**src/rtl/prf_pkg.sv**
```systemverilog
package prf_pkg;

  // ****************************************
  // Register locations and reset values
  // ****************************************
  localparam logic [7:0] SLICE_A_ADDR = 8'h00_D6;
  localparam logic [7:0] SLICE_B_ADDR = 8'h00_D7;
  localparam logic [7:0] PAGE_SELECT_ADDR = 8'h00_DF;
  localparam logic [7:0] SLICE_A_RESET = 8'h00_C0;
  localparam logic [7:0] SLICE_B_RESET = 8'h00_C8;
  localparam logic [7:0] PAGE_SELECT_RESET = 8'h00_00;
  localparam logic BANK_RESET = 1'b0;

  // ****************************************
  // Address map
  // ****************************************
  localparam logic [7:0] SET1_BASE = 8'h00_C0;
  localparam logic [7:0] SYSREG_BASE = 8'h00_D0;
  localparam logic [7:0] BANKED_BASE = 8'h00_E0;
  localparam logic [3:0] WORK_PREFIX = 4'h0_C;
  localparam logic [7:0] SLICE_B_STEP = 8'h00_08;
  // Implemented page count of the largest variant
  localparam logic [3:0] IMPL_PAGES = 4'h0_A;
  localparam logic [3:0] DISPLAY_PAGE = 4'h0_F;
  localparam logic [7:0] READ_ZERO = 8'h00_00;

  // ****************************************
  // Types
  // ****************************************
  typedef enum logic [2:0] {
    MODE_REG = 3'b000,
    MODE_WORK4 = 3'b001,
    MODE_IND_REG = 3'b010,
    MODE_INDEXED = 3'b011,
    MODE_DIRECT = 3'b100,
    MODE_IND_ADDR = 3'b101,
    MODE_IMMED = 3'b110
  } prf_mode_t;

  typedef enum logic [2:0] {
    REGION_PRIME = 3'b000,
    REGION_COMMON = 3'b001,
    REGION_SYSREG = 3'b010,
    REGION_BANKED = 3'b011,
    REGION_SET2 = 3'b100,
    REGION_UNIMPL = 3'b101
  } prf_region_t;

  typedef enum logic [1:0] {
    SRP_BOTH = 2'b00,
    SRP_A = 2'b01,
    SRP_B = 2'b10,
    SRP_NONE = 2'b11
  } prf_srp_t;

  typedef struct packed {
    logic valid;
    prf_mode_t mode;
    logic is_dest;
    logic [7:0] addr;
  } prf_req_t;

  typedef struct packed {
    logic valid;
    prf_region_t region;
    logic [3:0] page;
    logic bank;
    logic [7:0] phys_addr;
    logic fault;
  } prf_resp_t;

  typedef struct packed {
    logic en;
    logic set1;
    logic [7:0] addr;
    logic [7:0] data;
  } prf_wr_t;

endpackage

```
**src/rtl/prf_addr_map.sv**
```systemverilog
module prf_addr_map (
  input wire logic mclk,
  input wire logic resetn,
  input wire prf_pkg::prf_req_t req,
  input wire prf_pkg::prf_wr_t reg_wr,
  input wire logic reg_rd_en,
  input wire logic [7:0] reg_rd_addr,
  input wire logic srp_valid,
  input wire prf_pkg::prf_srp_t srp_sel,
  input wire logic [7:0] srp_data,
  input wire logic bank_zero_instr,
  input wire logic bank_one_instr,
  output prf_pkg::prf_resp_t resp,
  output logic rd_hit,
  output logic [7:0] rd_data,
  output logic [7:0] slice_a_out,
  output logic [7:0] slice_b_out,
  output logic [7:0] page_select_out,
  output logic bank_out
);
  import prf_pkg::*;

  // ****************************************
  // Control registers
  // ****************************************
  logic [7:0] slice_a_reg;
  logic [7:0] slice_b_reg;
  logic [7:0] page_select_reg;
  logic bank_reg;
  prf_resp_t resp_next;

  // Decoding of a set-one control register write, shared by all three
  function automatic logic ctrl_hit(input prf_wr_t w, input logic [7:0] loc);
    ctrl_hit = w.en && w.set1 && (w.addr == loc);
  endfunction

  // Page number for a paged access from the direction of the operand
  function automatic logic [3:0] pick_page(input logic [7:0] ps, input logic dest);
    pick_page = dest ? ps[7:4] : ps[3:0];
  endfunction

  // Set-one sub-region of a resolved upper address
  function automatic prf_region_t set1_region(input logic [7:0] a);
    if (a >= BANKED_BASE) begin
      set1_region = REGION_BANKED;
    end else if (a >= SYSREG_BASE) begin
      set1_region = REGION_SYSREG;
    end else begin
      set1_region = REGION_COMMON;
    end
  endfunction

  // ****************************************
  // Slice pointers
  // ****************************************
  // A set-pointer instruction beats a load in the same cycle; the core
  // never issues both, so the choice only fixes a defined outcome.
  always_ff @(posedge mclk or negedge resetn) begin
    if (!resetn) begin
      slice_a_reg <= SLICE_A_RESET;
    end else if (srp_valid && (srp_sel == SRP_BOTH || srp_sel == SRP_A)) begin
      slice_a_reg <= srp_data;
    end else if (ctrl_hit(reg_wr, SLICE_A_ADDR)) begin
      slice_a_reg <= reg_wr.data;
    end
  end

  always_ff @(posedge mclk or negedge resetn) begin
    if (!resetn) begin
      slice_b_reg <= SLICE_B_RESET;
    end else if (srp_valid && srp_sel == SRP_BOTH) begin
      slice_b_reg <= 8'(srp_data + SLICE_B_STEP);
    end else if (srp_valid && srp_sel == SRP_B) begin
      slice_b_reg <= srp_data;
    end else if (ctrl_hit(reg_wr, SLICE_B_ADDR)) begin
      slice_b_reg <= reg_wr.data;
    end
  end

  // ****************************************
  // Page select and bank
  // ****************************************
  always_ff @(posedge mclk or negedge resetn) begin
    if (!resetn) begin
      page_select_reg <= PAGE_SELECT_RESET;
    end else if (ctrl_hit(reg_wr, PAGE_SELECT_ADDR)) begin
      page_select_reg <= reg_wr.data;
    end
  end

  // Bank one wins when both strobes arrive together
  always_ff @(posedge mclk or negedge resetn) begin
    if (!resetn) begin
      bank_reg <= BANK_RESET;
    end else if (bank_one_instr) begin
      bank_reg <= 1'b1;
    end else if (bank_zero_instr) begin
      bank_reg <= 1'b0;
    end
  end

  // ****************************************
  // Operand resolution
  // ****************************************
  // Resolution reads the registered pointers, so a write in the same
  // cycle only steers the following request.
  always_comb begin
    logic [7:0] ptr;
    logic [3:0] pg;
    logic work;
    ptr = slice_a_reg;
    pg = pick_page(page_select_reg, req.is_dest);
    work = 1'b0;
    resp_next.valid = req.valid;
    resp_next.region = REGION_PRIME;
    resp_next.page = pg;
    resp_next.bank = 1'b0;
    resp_next.phys_addr = req.addr;
    resp_next.fault = 1'b0;
    if (req.mode == MODE_WORK4) begin
      work = 1'b1;
    end else if (req.mode == MODE_REG && req.addr[7:4] == WORK_PREFIX) begin
      work = 1'b1;
    end
    if (work) begin
      ptr = req.addr[3] ? slice_b_reg : slice_a_reg;
      resp_next.phys_addr = {ptr[7:3], req.addr[2:0]};
    end
    if (resp_next.phys_addr >= SET1_BASE) begin
      if (!work && (req.mode == MODE_IND_REG || req.mode == MODE_INDEXED)) begin
        resp_next.region = REGION_SET2;
        resp_next.fault = (pg >= IMPL_PAGES);
        if (pg >= IMPL_PAGES) begin
          resp_next.region = REGION_UNIMPL;
        end
      end else begin
        // Working references land in set one, never in set two
        resp_next.region = set1_region(resp_next.phys_addr);
        resp_next.page = 4'h0_0;
        if (resp_next.region == REGION_BANKED) begin
          resp_next.bank = bank_reg;
        end
      end
    end else begin
      resp_next.region = REGION_PRIME;
      if (pg >= IMPL_PAGES && pg != DISPLAY_PAGE) begin
        resp_next.region = REGION_UNIMPL;
        resp_next.fault = 1'b1;
      end
    end
  end

  always_ff @(posedge mclk or negedge resetn) begin
    if (!resetn) begin
      resp <= '0;
    end else begin
      resp <= resp_next;
    end
  end

  // ****************************************
  // Register read-back
  // ****************************************
  always_ff @(posedge mclk or negedge resetn) begin
    if (!resetn) begin
      rd_hit <= 1'b0;
      rd_data <= READ_ZERO;
    end else begin
      rd_hit <= 1'b0;
      rd_data <= READ_ZERO;
      if (reg_rd_en && reg_rd_addr == SLICE_A_ADDR) begin
        rd_hit <= 1'b1;
        rd_data <= slice_a_reg;
      end else if (reg_rd_en && reg_rd_addr == SLICE_B_ADDR) begin
        rd_hit <= 1'b1;
        rd_data <= slice_b_reg;
      end else if (reg_rd_en && reg_rd_addr == PAGE_SELECT_ADDR) begin
        rd_hit <= 1'b1;
        rd_data <= page_select_reg;
      end
    end
  end

  // Mirrors of the live control state
  always_ff @(posedge mclk or negedge resetn) begin
    if (!resetn) begin
      slice_a_out <= SLICE_A_RESET;
      slice_b_out <= SLICE_B_RESET;
      page_select_out <= PAGE_SELECT_RESET;
      bank_out <= BANK_RESET;
    end else begin
      slice_a_out <= slice_a_reg;
      slice_b_out <= slice_b_reg;
      page_select_out <= page_select_reg;
      bank_out <= bank_reg;
    end
  end

endmodule

```
**config.mk**
```make
export PLATFORM = sky130hd
export DESIGN_NAME = prf_addr_map
export DESIGN_NICKNAME = d
export VERILOG_FILES = /design/src/rtl/prf_pkg.sv /design/src/rtl/prf_addr_map.sv
export SDC_FILE = /design/constraint.sdc
export NUM_CORES = 1
export LEC_CHECK = 0
export ABC_AREA = 1
export BUFFER_PORTS_ARGS = -buffer_cell sky130_fd_sc_hd__buf_2
export CAP_MARGIN = 20
export CELL_PAD_IN_SITES_DETAIL_PLACEMENT = 0
export CELL_PAD_IN_SITES_GLOBAL_PLACEMENT = 1
export CORE_UTILIZATION = 37
export CTS_CLUSTER_SIZE = 20
export DETAILED_ROUTE_END_ITERATION = 16
export HOLD_SLACK_MARGIN = 0.15
export PLACE_DENSITY_LB_ADDON = 0.1
export SYNTH_ARGS = -nofsm -noshare
export SYNTH_HDL_FRONTEND = slang
export SYNTH_SLANG_ARGS = --single-unit
```
**constraint.sdc**
```tcl
create_clock -name mclk -period 1.4 [get_ports mclk]
set_input_delay 0.42 -clock mclk [delete_from_list [all_inputs] [get_ports mclk]]
set_output_delay 0.42 -clock mclk [all_outputs]
set_load 0.02 [all_outputs]
```
==> metrics.txt, run 1 <==
Worst Path Max Fanout 1; failing checks setup timing; buffering stage count on the worst path with inverters included 1; Clock transition at path regs ~0.080 ns; clock tree root buffer cell sky130_fd_sc_hd__clkbuf_8; fmax around 700 MHz; total chip power slightly above 5 mW; global-route wire length before repair 11,800 um; headroom to the max-slew limit around 73%; Worst Setup Path Type reg2out; Avg Synthesized Cell Area 9.53 um2; least setup slack across all paths after layout -0.0145 ns; post-synthesis instance total about 350; vias after detailed routing between 2,000 and 3,000; register with the most flip-flops resp; worst min-delay path category in2reg; nets@finish 542; Sink Count 77; setup repair after global routing missed its margin true; antenna violations before repair 0; Setup Viol. Count Final 1; CTS tree built; Syn Nets slightly above 400; number of hold-slack violations in the final timing report 0; CP startpoint kind flop; Area Overhead vs Synth 33.2%; data arrival time of the critical path a little under 1 ns; number of distinct library cells after synthesis 37; flip-flop count of the largest register, all copies and words added 18; power density of the placed cells 1150 mW/mm2; GRT Resource Usage Total between 10% and 20%; count of standard-cell rows 34; slew at the pin closest to its max-slew limit around 0.4 ns; count of final max-slew check failures 0; DRC viols 0; floorplan core area just under 0.009 mm2; HPWL reported at the end of detailed placement roughly 5700 um; number of global-route vias before repair about 2,400; die height roughly 97 um; P_leak about 2.4 nW; sequential share of power between 50 and 60%; DR pass1 iterations 4; area enclosed by the die boundary about 0.0093 mm2; remaining antenna violation count after routing 0; netlist area before placement roughly 0.0033 mm2; Setup TNS -0.0145 ns; part of the cycle the worst path needs 101%; count of port buffers added during placement approximately 110; portion of total power attributed to combinational logic between 10% and 20%; portion of the post-synthesis area used by sequential elements 58.7%; average vias per placed instance around 4.4; number of buffers created by CTS 9; Finished Core Util 50.7%; Antenna diodes 0; gr ovfl total 0; count of warnings emitted by yosys 0; number of max-capacitance violations reported 0; outcome complete, but fails checks; width of the die 96.5 um; largest buffer count on any clock path 2; total of flip-flops plus latches after synthesis 77; net switching fraction of the power between 20% and 30%; largest vdd supply drop about 380 uV; WL/cell 12.4 um; minimum clock period 1.41 ns; final estimated routing congestion in global placement 0.831; dominant delay contributor by cell family on the critical path flip-flops; dpl ws -0.0826 ns; pin count of the biggest net entering global routing 78; max incr delay on CP approximately 0.54 ns; internal power summed over all cells roughly 3.6 mW; fraction of power consumed by the clock network 31.0%; type of destination of the critical path primary output; Worst-Skew Late Latency between 0.3 and 0.4 ns; initial standard-cell utilization of the core between 30% and 40%; final non-filler cell total 599; ordered cell list for the critical path buf_6; deepest level of the CTS H-tree 3; DRT iter0 DRCs about 120; Placed Instances slightly below 600; IO Count around 110; fraction of layout instances using a drive strength above 1 39.3%; NetSw around 1.5 mW; Final Skew 0.00810 ns; wirelength, routed approximately 7400 um; slowest library cell on the worst path sky130_fd_sc_hd__dfstp_2; worst path required time roughly 0.98 ns
what timing repair did:
action,CTS,global route
setup buffers,0,3
gates resized for setup,11,11
pin swaps,0,6
setup endpoints to repair,6,14
hold buffers,1,0
cloned,0,0
hold endpoints to repair,67,0
logic make-up after synthesis:
kind of cell | synth area share (%)
fa+ha+maj | 0.378
compound gates | 12.0
mux | 0.908
flops | 58.7
simple gates | 20.2
buf+inv | 7.61
xor+xnor | 0.265
area by class of cell:
| cell class | count | area (um2) |
|---|---|---|
| Clock buffer | 11 | 151 |
| Clock inverter | 5 | 33.8 |
| Fill cell | 869 | 4270 |
| Inverter | 50 | 198 |
| Timing Repair Buffer | 135 | 810 |
| Tap cell | 108 | 135 |
| Multi-Input combinational cell | 213 | 1140 |
| Sequential cell | 77 | 1940 |
through the flow:
step / cell area, um2 / hold WS [ns]
floorplan: 3310 / 0.124
global placement: 4130 / 0.359
detailed placement: 4130 / 0.362
CTS: 4360 / 0.161
global route: 4400 / 0.162
finish: 4400 / 0.183
placed cells by master (no fill, tap or decap), types with 11 or more instances in the layout:
cell type and n:
sky130_fd_sc_hd__dfrtp_1 67, sky130_fd_sc_hd__buf_2 100, sky130_fd_sc_hd__buf_4 27, sky130_fd_sc_hd__inv_1 46, sky130_fd_sc_hd__o21ai_0 34, sky130_fd_sc_hd__nand2_1 73, sky130_fd_sc_hd__clkbuf_8 11, sky130_fd_sc_hd__o21ai_1 13
sky130_fd_sc_hd__nor2_1 29
power by group through the flow:
stage	logic, mW	registers [mW]	clock network [mW]
6_report	0.918	2.57	1.57
5_1_grt	1.03	2.60	1.68
4_1_cts	0.909	2.57	1.61
3_5_place_dp	0.873	2.61	0
3_3_place_gp	0.865	2.60	0
2_1_floorplan	0.316	2.74	0
layer usage:
metal	track usage (%)	wire (um)
met1	23.9	3730
met2	26.0	3240
met3	2.74	389
met4	6.99	75
met5	0	0
cells in the mapped netlist (all sizes together):
cell type | instances | area (um2)
o21a | 1 | 7.51
dfrtp | 67 | 1680
a31oi | 4 | 25.0
dfstp | 10 | 263
nand3 | 15 | 100
xor2 | 1 | 8.76
clkbuf | 1 | 5.00
nand2 | 84 | 359
buf | 6 | 51.3
nor3b | 2 | 31.3
nor3 | 3 | 15.0
nor4 | 1 | 12.5
o21ai | 51 | 263
a21oi | 6 | 30.0
mux2i | 3 | 30.0
o21bai | 1 | 7.51
inv | 50 | 195
nor2 | 32 | 138
nand4 | 1 | 12.5
o211ai | 6 | 55.1
o31ai | 1 | 7.51
ha | 1 | 12.5
path summary, 6_finish.rpt:
check / startpoint / end / slack (ns) / cells past startpoint
setup / recovery: slice_b_out[3]$_DFF_PN1_ / slice_b_out[3] / -0.01 / 1
hold / removal: req[12] / resp[17]$_DFF_PN0_ / 0.18 / 1
setup reg to reg: slice_a_reg[6]$_DFFE_PN1P_ / resp[14]$_DFF_PN0_ / 0.08 / 9
hold reg to reg: bank_reg$_DFFE_PN0P_ / bank_out$_DFF_PN0_ / 0.38 / 0
max in group asynchronous: resetn / slice_b_reg[3]$_DFFE_PN1P_ / 0.41 / 3
min in group asynchronous: resetn / resp[1]$_DFF_PN0_ / 0.62 / 3
Note: power is estimated with default switching activity, not from simulation.
==> inputs of run 2 (changes only) <==
==> constraint.sdc (replaced) <==
create_clock -name mclk -period 1.4 [get_ports mclk]
set_input_delay 0.14 -clock mclk [delete_from_list [all_inputs] [get_ports mclk]]
set_output_delay 0.14 -clock mclk [all_outputs]
set_load 0.02 [all_outputs]
==> run 2 against run 1 <==
Effect of this change: the flow now finishes without violations; clock power increased by 14%; die area unchanged; setup slack improved by 0.068 ns; first-iteration DRC count increased by 18%; global-route usage increased by 0.61 points; sequential power about the same; non-clock buffer count increased by 8; sequential cell count unchanged; largest cell class unchanged; highest routed layer unchanged.
==> metrics.txt, run 2 (synthesis results as in run 1) <==
outcome finished clean; deepest level of the CTS H-tree 3 (unchanged); Area Overhead vs Synth 38.4%; total non-filler cell area in the finished layout 0.00457 mm2 (+3.9%); width of the die 96.5 um (unchanged); DRC viols 0 (unchanged); part of the cycle the worst path needs 96.2% (-4.9 points); wirelength, routed 7690 um (+3.6%); global-route wire length before repair 12,300 um (+4.2%); area enclosed by the die boundary 0.00932 mm2 (unchanged); Worst Setup Path Type reg2reg; first element of the critical path slice_a_reg[6]$_DFFE_PN1P_; largest buffer count on any clock path 2 (unchanged); pin count of the biggest net entering global routing 29 (-63%); most common cell after layout, fill and taps aside sky130_fd_sc_hd__buf_2; slowest library cell on the worst path sky130_fd_sc_hd__dfstp_2; minimum clock period 1.35 ns (-0.0683 ns); final estimated routing congestion in global placement 0.815 (-1.9%); P_leak 2.45 nW (+1.8%); type of destination of the critical path flop; Setup TNS 0 ns (+0.0145 ns); number of global-route vias before repair 2,586 (+6.6%); count of standard-cell rows 34 (unchanged); gr ovfl total 0 (unchanged); nets@finish 550 (+1.5%); IO Count 107 (unchanged); Worst-Skew Late Latency 0.34 ns (about the same); floorplan core area 0.00868 mm2 (unchanged); Final Skew 0.00680 ns (-0.00130 ns); data arrival time of the critical path 1.59 ns (+0.60 ns); HPWL reported at the end of detailed placement 5850 um (+3.4%); fraction of layout instances using a drive strength above 1 36.3% (-3.0 points); commonest non-fill, non-tap cells in the layout sky130_fd_sc_hd__buf_2, sky130_fd_sc_hd__nand2_1, sky130_fd_sc_hd__dfrtp_1; power density of the placed cells 1150 mW/mm2 (+0.30%); largest vdd supply drop 473 uV (+24%); setup slack on the worst flop-to-flop path 0.05 ns (-0.03 ns); fmax 743 MHz (+5.1%); remaining antenna violation count after routing 0 (unchanged); antenna violations before repair 0 (unchanged); Antenna diodes 0 (unchanged); number of hold-slack violations in the final timing report 0 (unchanged); count of port buffers added during placement 106 (unchanged); Setup Viol. Count Final 0 (-1); die height 96.5 um (unchanged); DR pass1 iterations 4 (unchanged); WL/cell 12.7 um (+2.2%); Critical Path End resp[14]$_DFF_PN0_; headroom to the max-slew limit 76.0% (+3.1 points); Sink Count 77 (unchanged); setup repair after global routing missed its margin true; DRT iter0 DRCs 136 (+18%); GRT Resource Usage Total 17.6% (+0.61 points); count of final max-slew check failures 0 (unchanged); Critical R2R Capture resp[14]$_DFF_PN0_; number of max-capacitance violations reported 0 (unchanged); number of buffers created by CTS 9 (unchanged); vias after detailed routing 2,754 (+4.2%); slew at the pin closest to its max-slew limit 0.360 ns (-0.0467 ns); Clock transition at path regs 0.08 ns (about the same); number of cells on the worst reg-to-reg path 9 (unchanged); total chip power 5.27 mW (+4.2%); worst path required time 1.64 ns (+0.66 ns); clock tree root buffer cell sky130_fd_sc_hd__clkbuf_8; Hold Slack 0.172 ns (-0.0101 ns); CTS tree built; post-detailed-placement cell area 0.00403 mm2 (-2.5%); register with the most flip-flops resp; max incr delay on CP 0.55 ns (about the same); worst min-delay path category in2reg; CP startpoint kind flop; initial standard-cell utilization of the core 38.1% (unchanged); ordered cell list for the critical path inv_2 -> o21ai_2 -> nand3_2 -> nand2_4 -> nand2_2 -> nand2_1 -> nand2_1 -> inv_1 -> nand2_1; Finished Core Util 52.7% (+2.0 points); average vias per placed instance 4.54 (+2.8%); flip-flop count of the largest register, all copies and words added 18 (unchanged); Worst Path Max Fanout 4 (+3); worst flop-to-flop path startpoint slice_a_reg[6]$_DFFE_PN1P_; Critical Path Most Common Cell sky130_fd_sc_hd__nand2_1
==> run 2: metrics by stage <==
step,setup WS (ns),instances
finish,0.0538,607
detailed placement,-0.0435,565
CTS,0.0104,606
global placement,-0.000604,565
floorplan,0.153,347
global route,-0.0333,607
==> run 2: critical path, delay by kind of cell (launching register included) <==
kind,cells,cell delay [ns]
AOI/OAI and AO/OA,1,0.15
buffers and inverters,2,0.10
DFF,1,0.55
and+or+nand+nor,6,0.45
==> run 2: worst min-delay path by stage <==
stage / depth (start not counted) / slack, ns / to / start
finish: 4 / 0.17 / resp[8]$_DFF_PN0_ / req[11]
global route: 4 / 0.19 / resp[7]$_DFF_PN0_ / req[10]
CTS: 4 / 0.15 / resp[8]$_DFF_PN0_ / req[11]
detailed placement: 1 / 0.08 / resp[1]$_DFF_PN0_ / resetn
global placement: 1 / 0.07 / resp[1]$_DFF_PN0_ / resetn
floorplan: 0 / -0.16 / bank_out$_DFF_PN0_ / resetn
==> run 2: layout make-up <==
class | count | area [um2]
Tap cell | 108 | 135
Multi-Input combinational cell | 213 | 1180
Inverter | 50 | 198
Clock buffer | 10 | 128
Fill cell | 862 | 4100
Sequential cell | 77 | 1940
Clock inverter | 6 | 87.6
Timing Repair Buffer | 143 | 903
==> run 2: power by group <==
| group | switching (mW) | internal, mW |
|---|---|---|
| Clock | 0.791 | 1.00 |
| Combinational | 0.553 | 0.355 |
| Sequential | 0.108 | 2.46 |
| Total | 1.45 | 3.82 |
==> run 2: what timing repair did <==
item	in CTS	in global routing
buffers inserted	0	2
hold endpoints to repair	95	0
resized for setup	1	24
setup endpoints to repair	6	10
pin swaps	0	7
hold buffers	25	0
==> run 2: per-layer routing <==
metal  up-vias  wire length (um)  GRT usage (%)
li1       1397                 -              -
met1      1269              3770           24.5
met2        81              3460           27.1
met3         7               365           3.68
met4         0               102           6.25
met5         -                 0              0
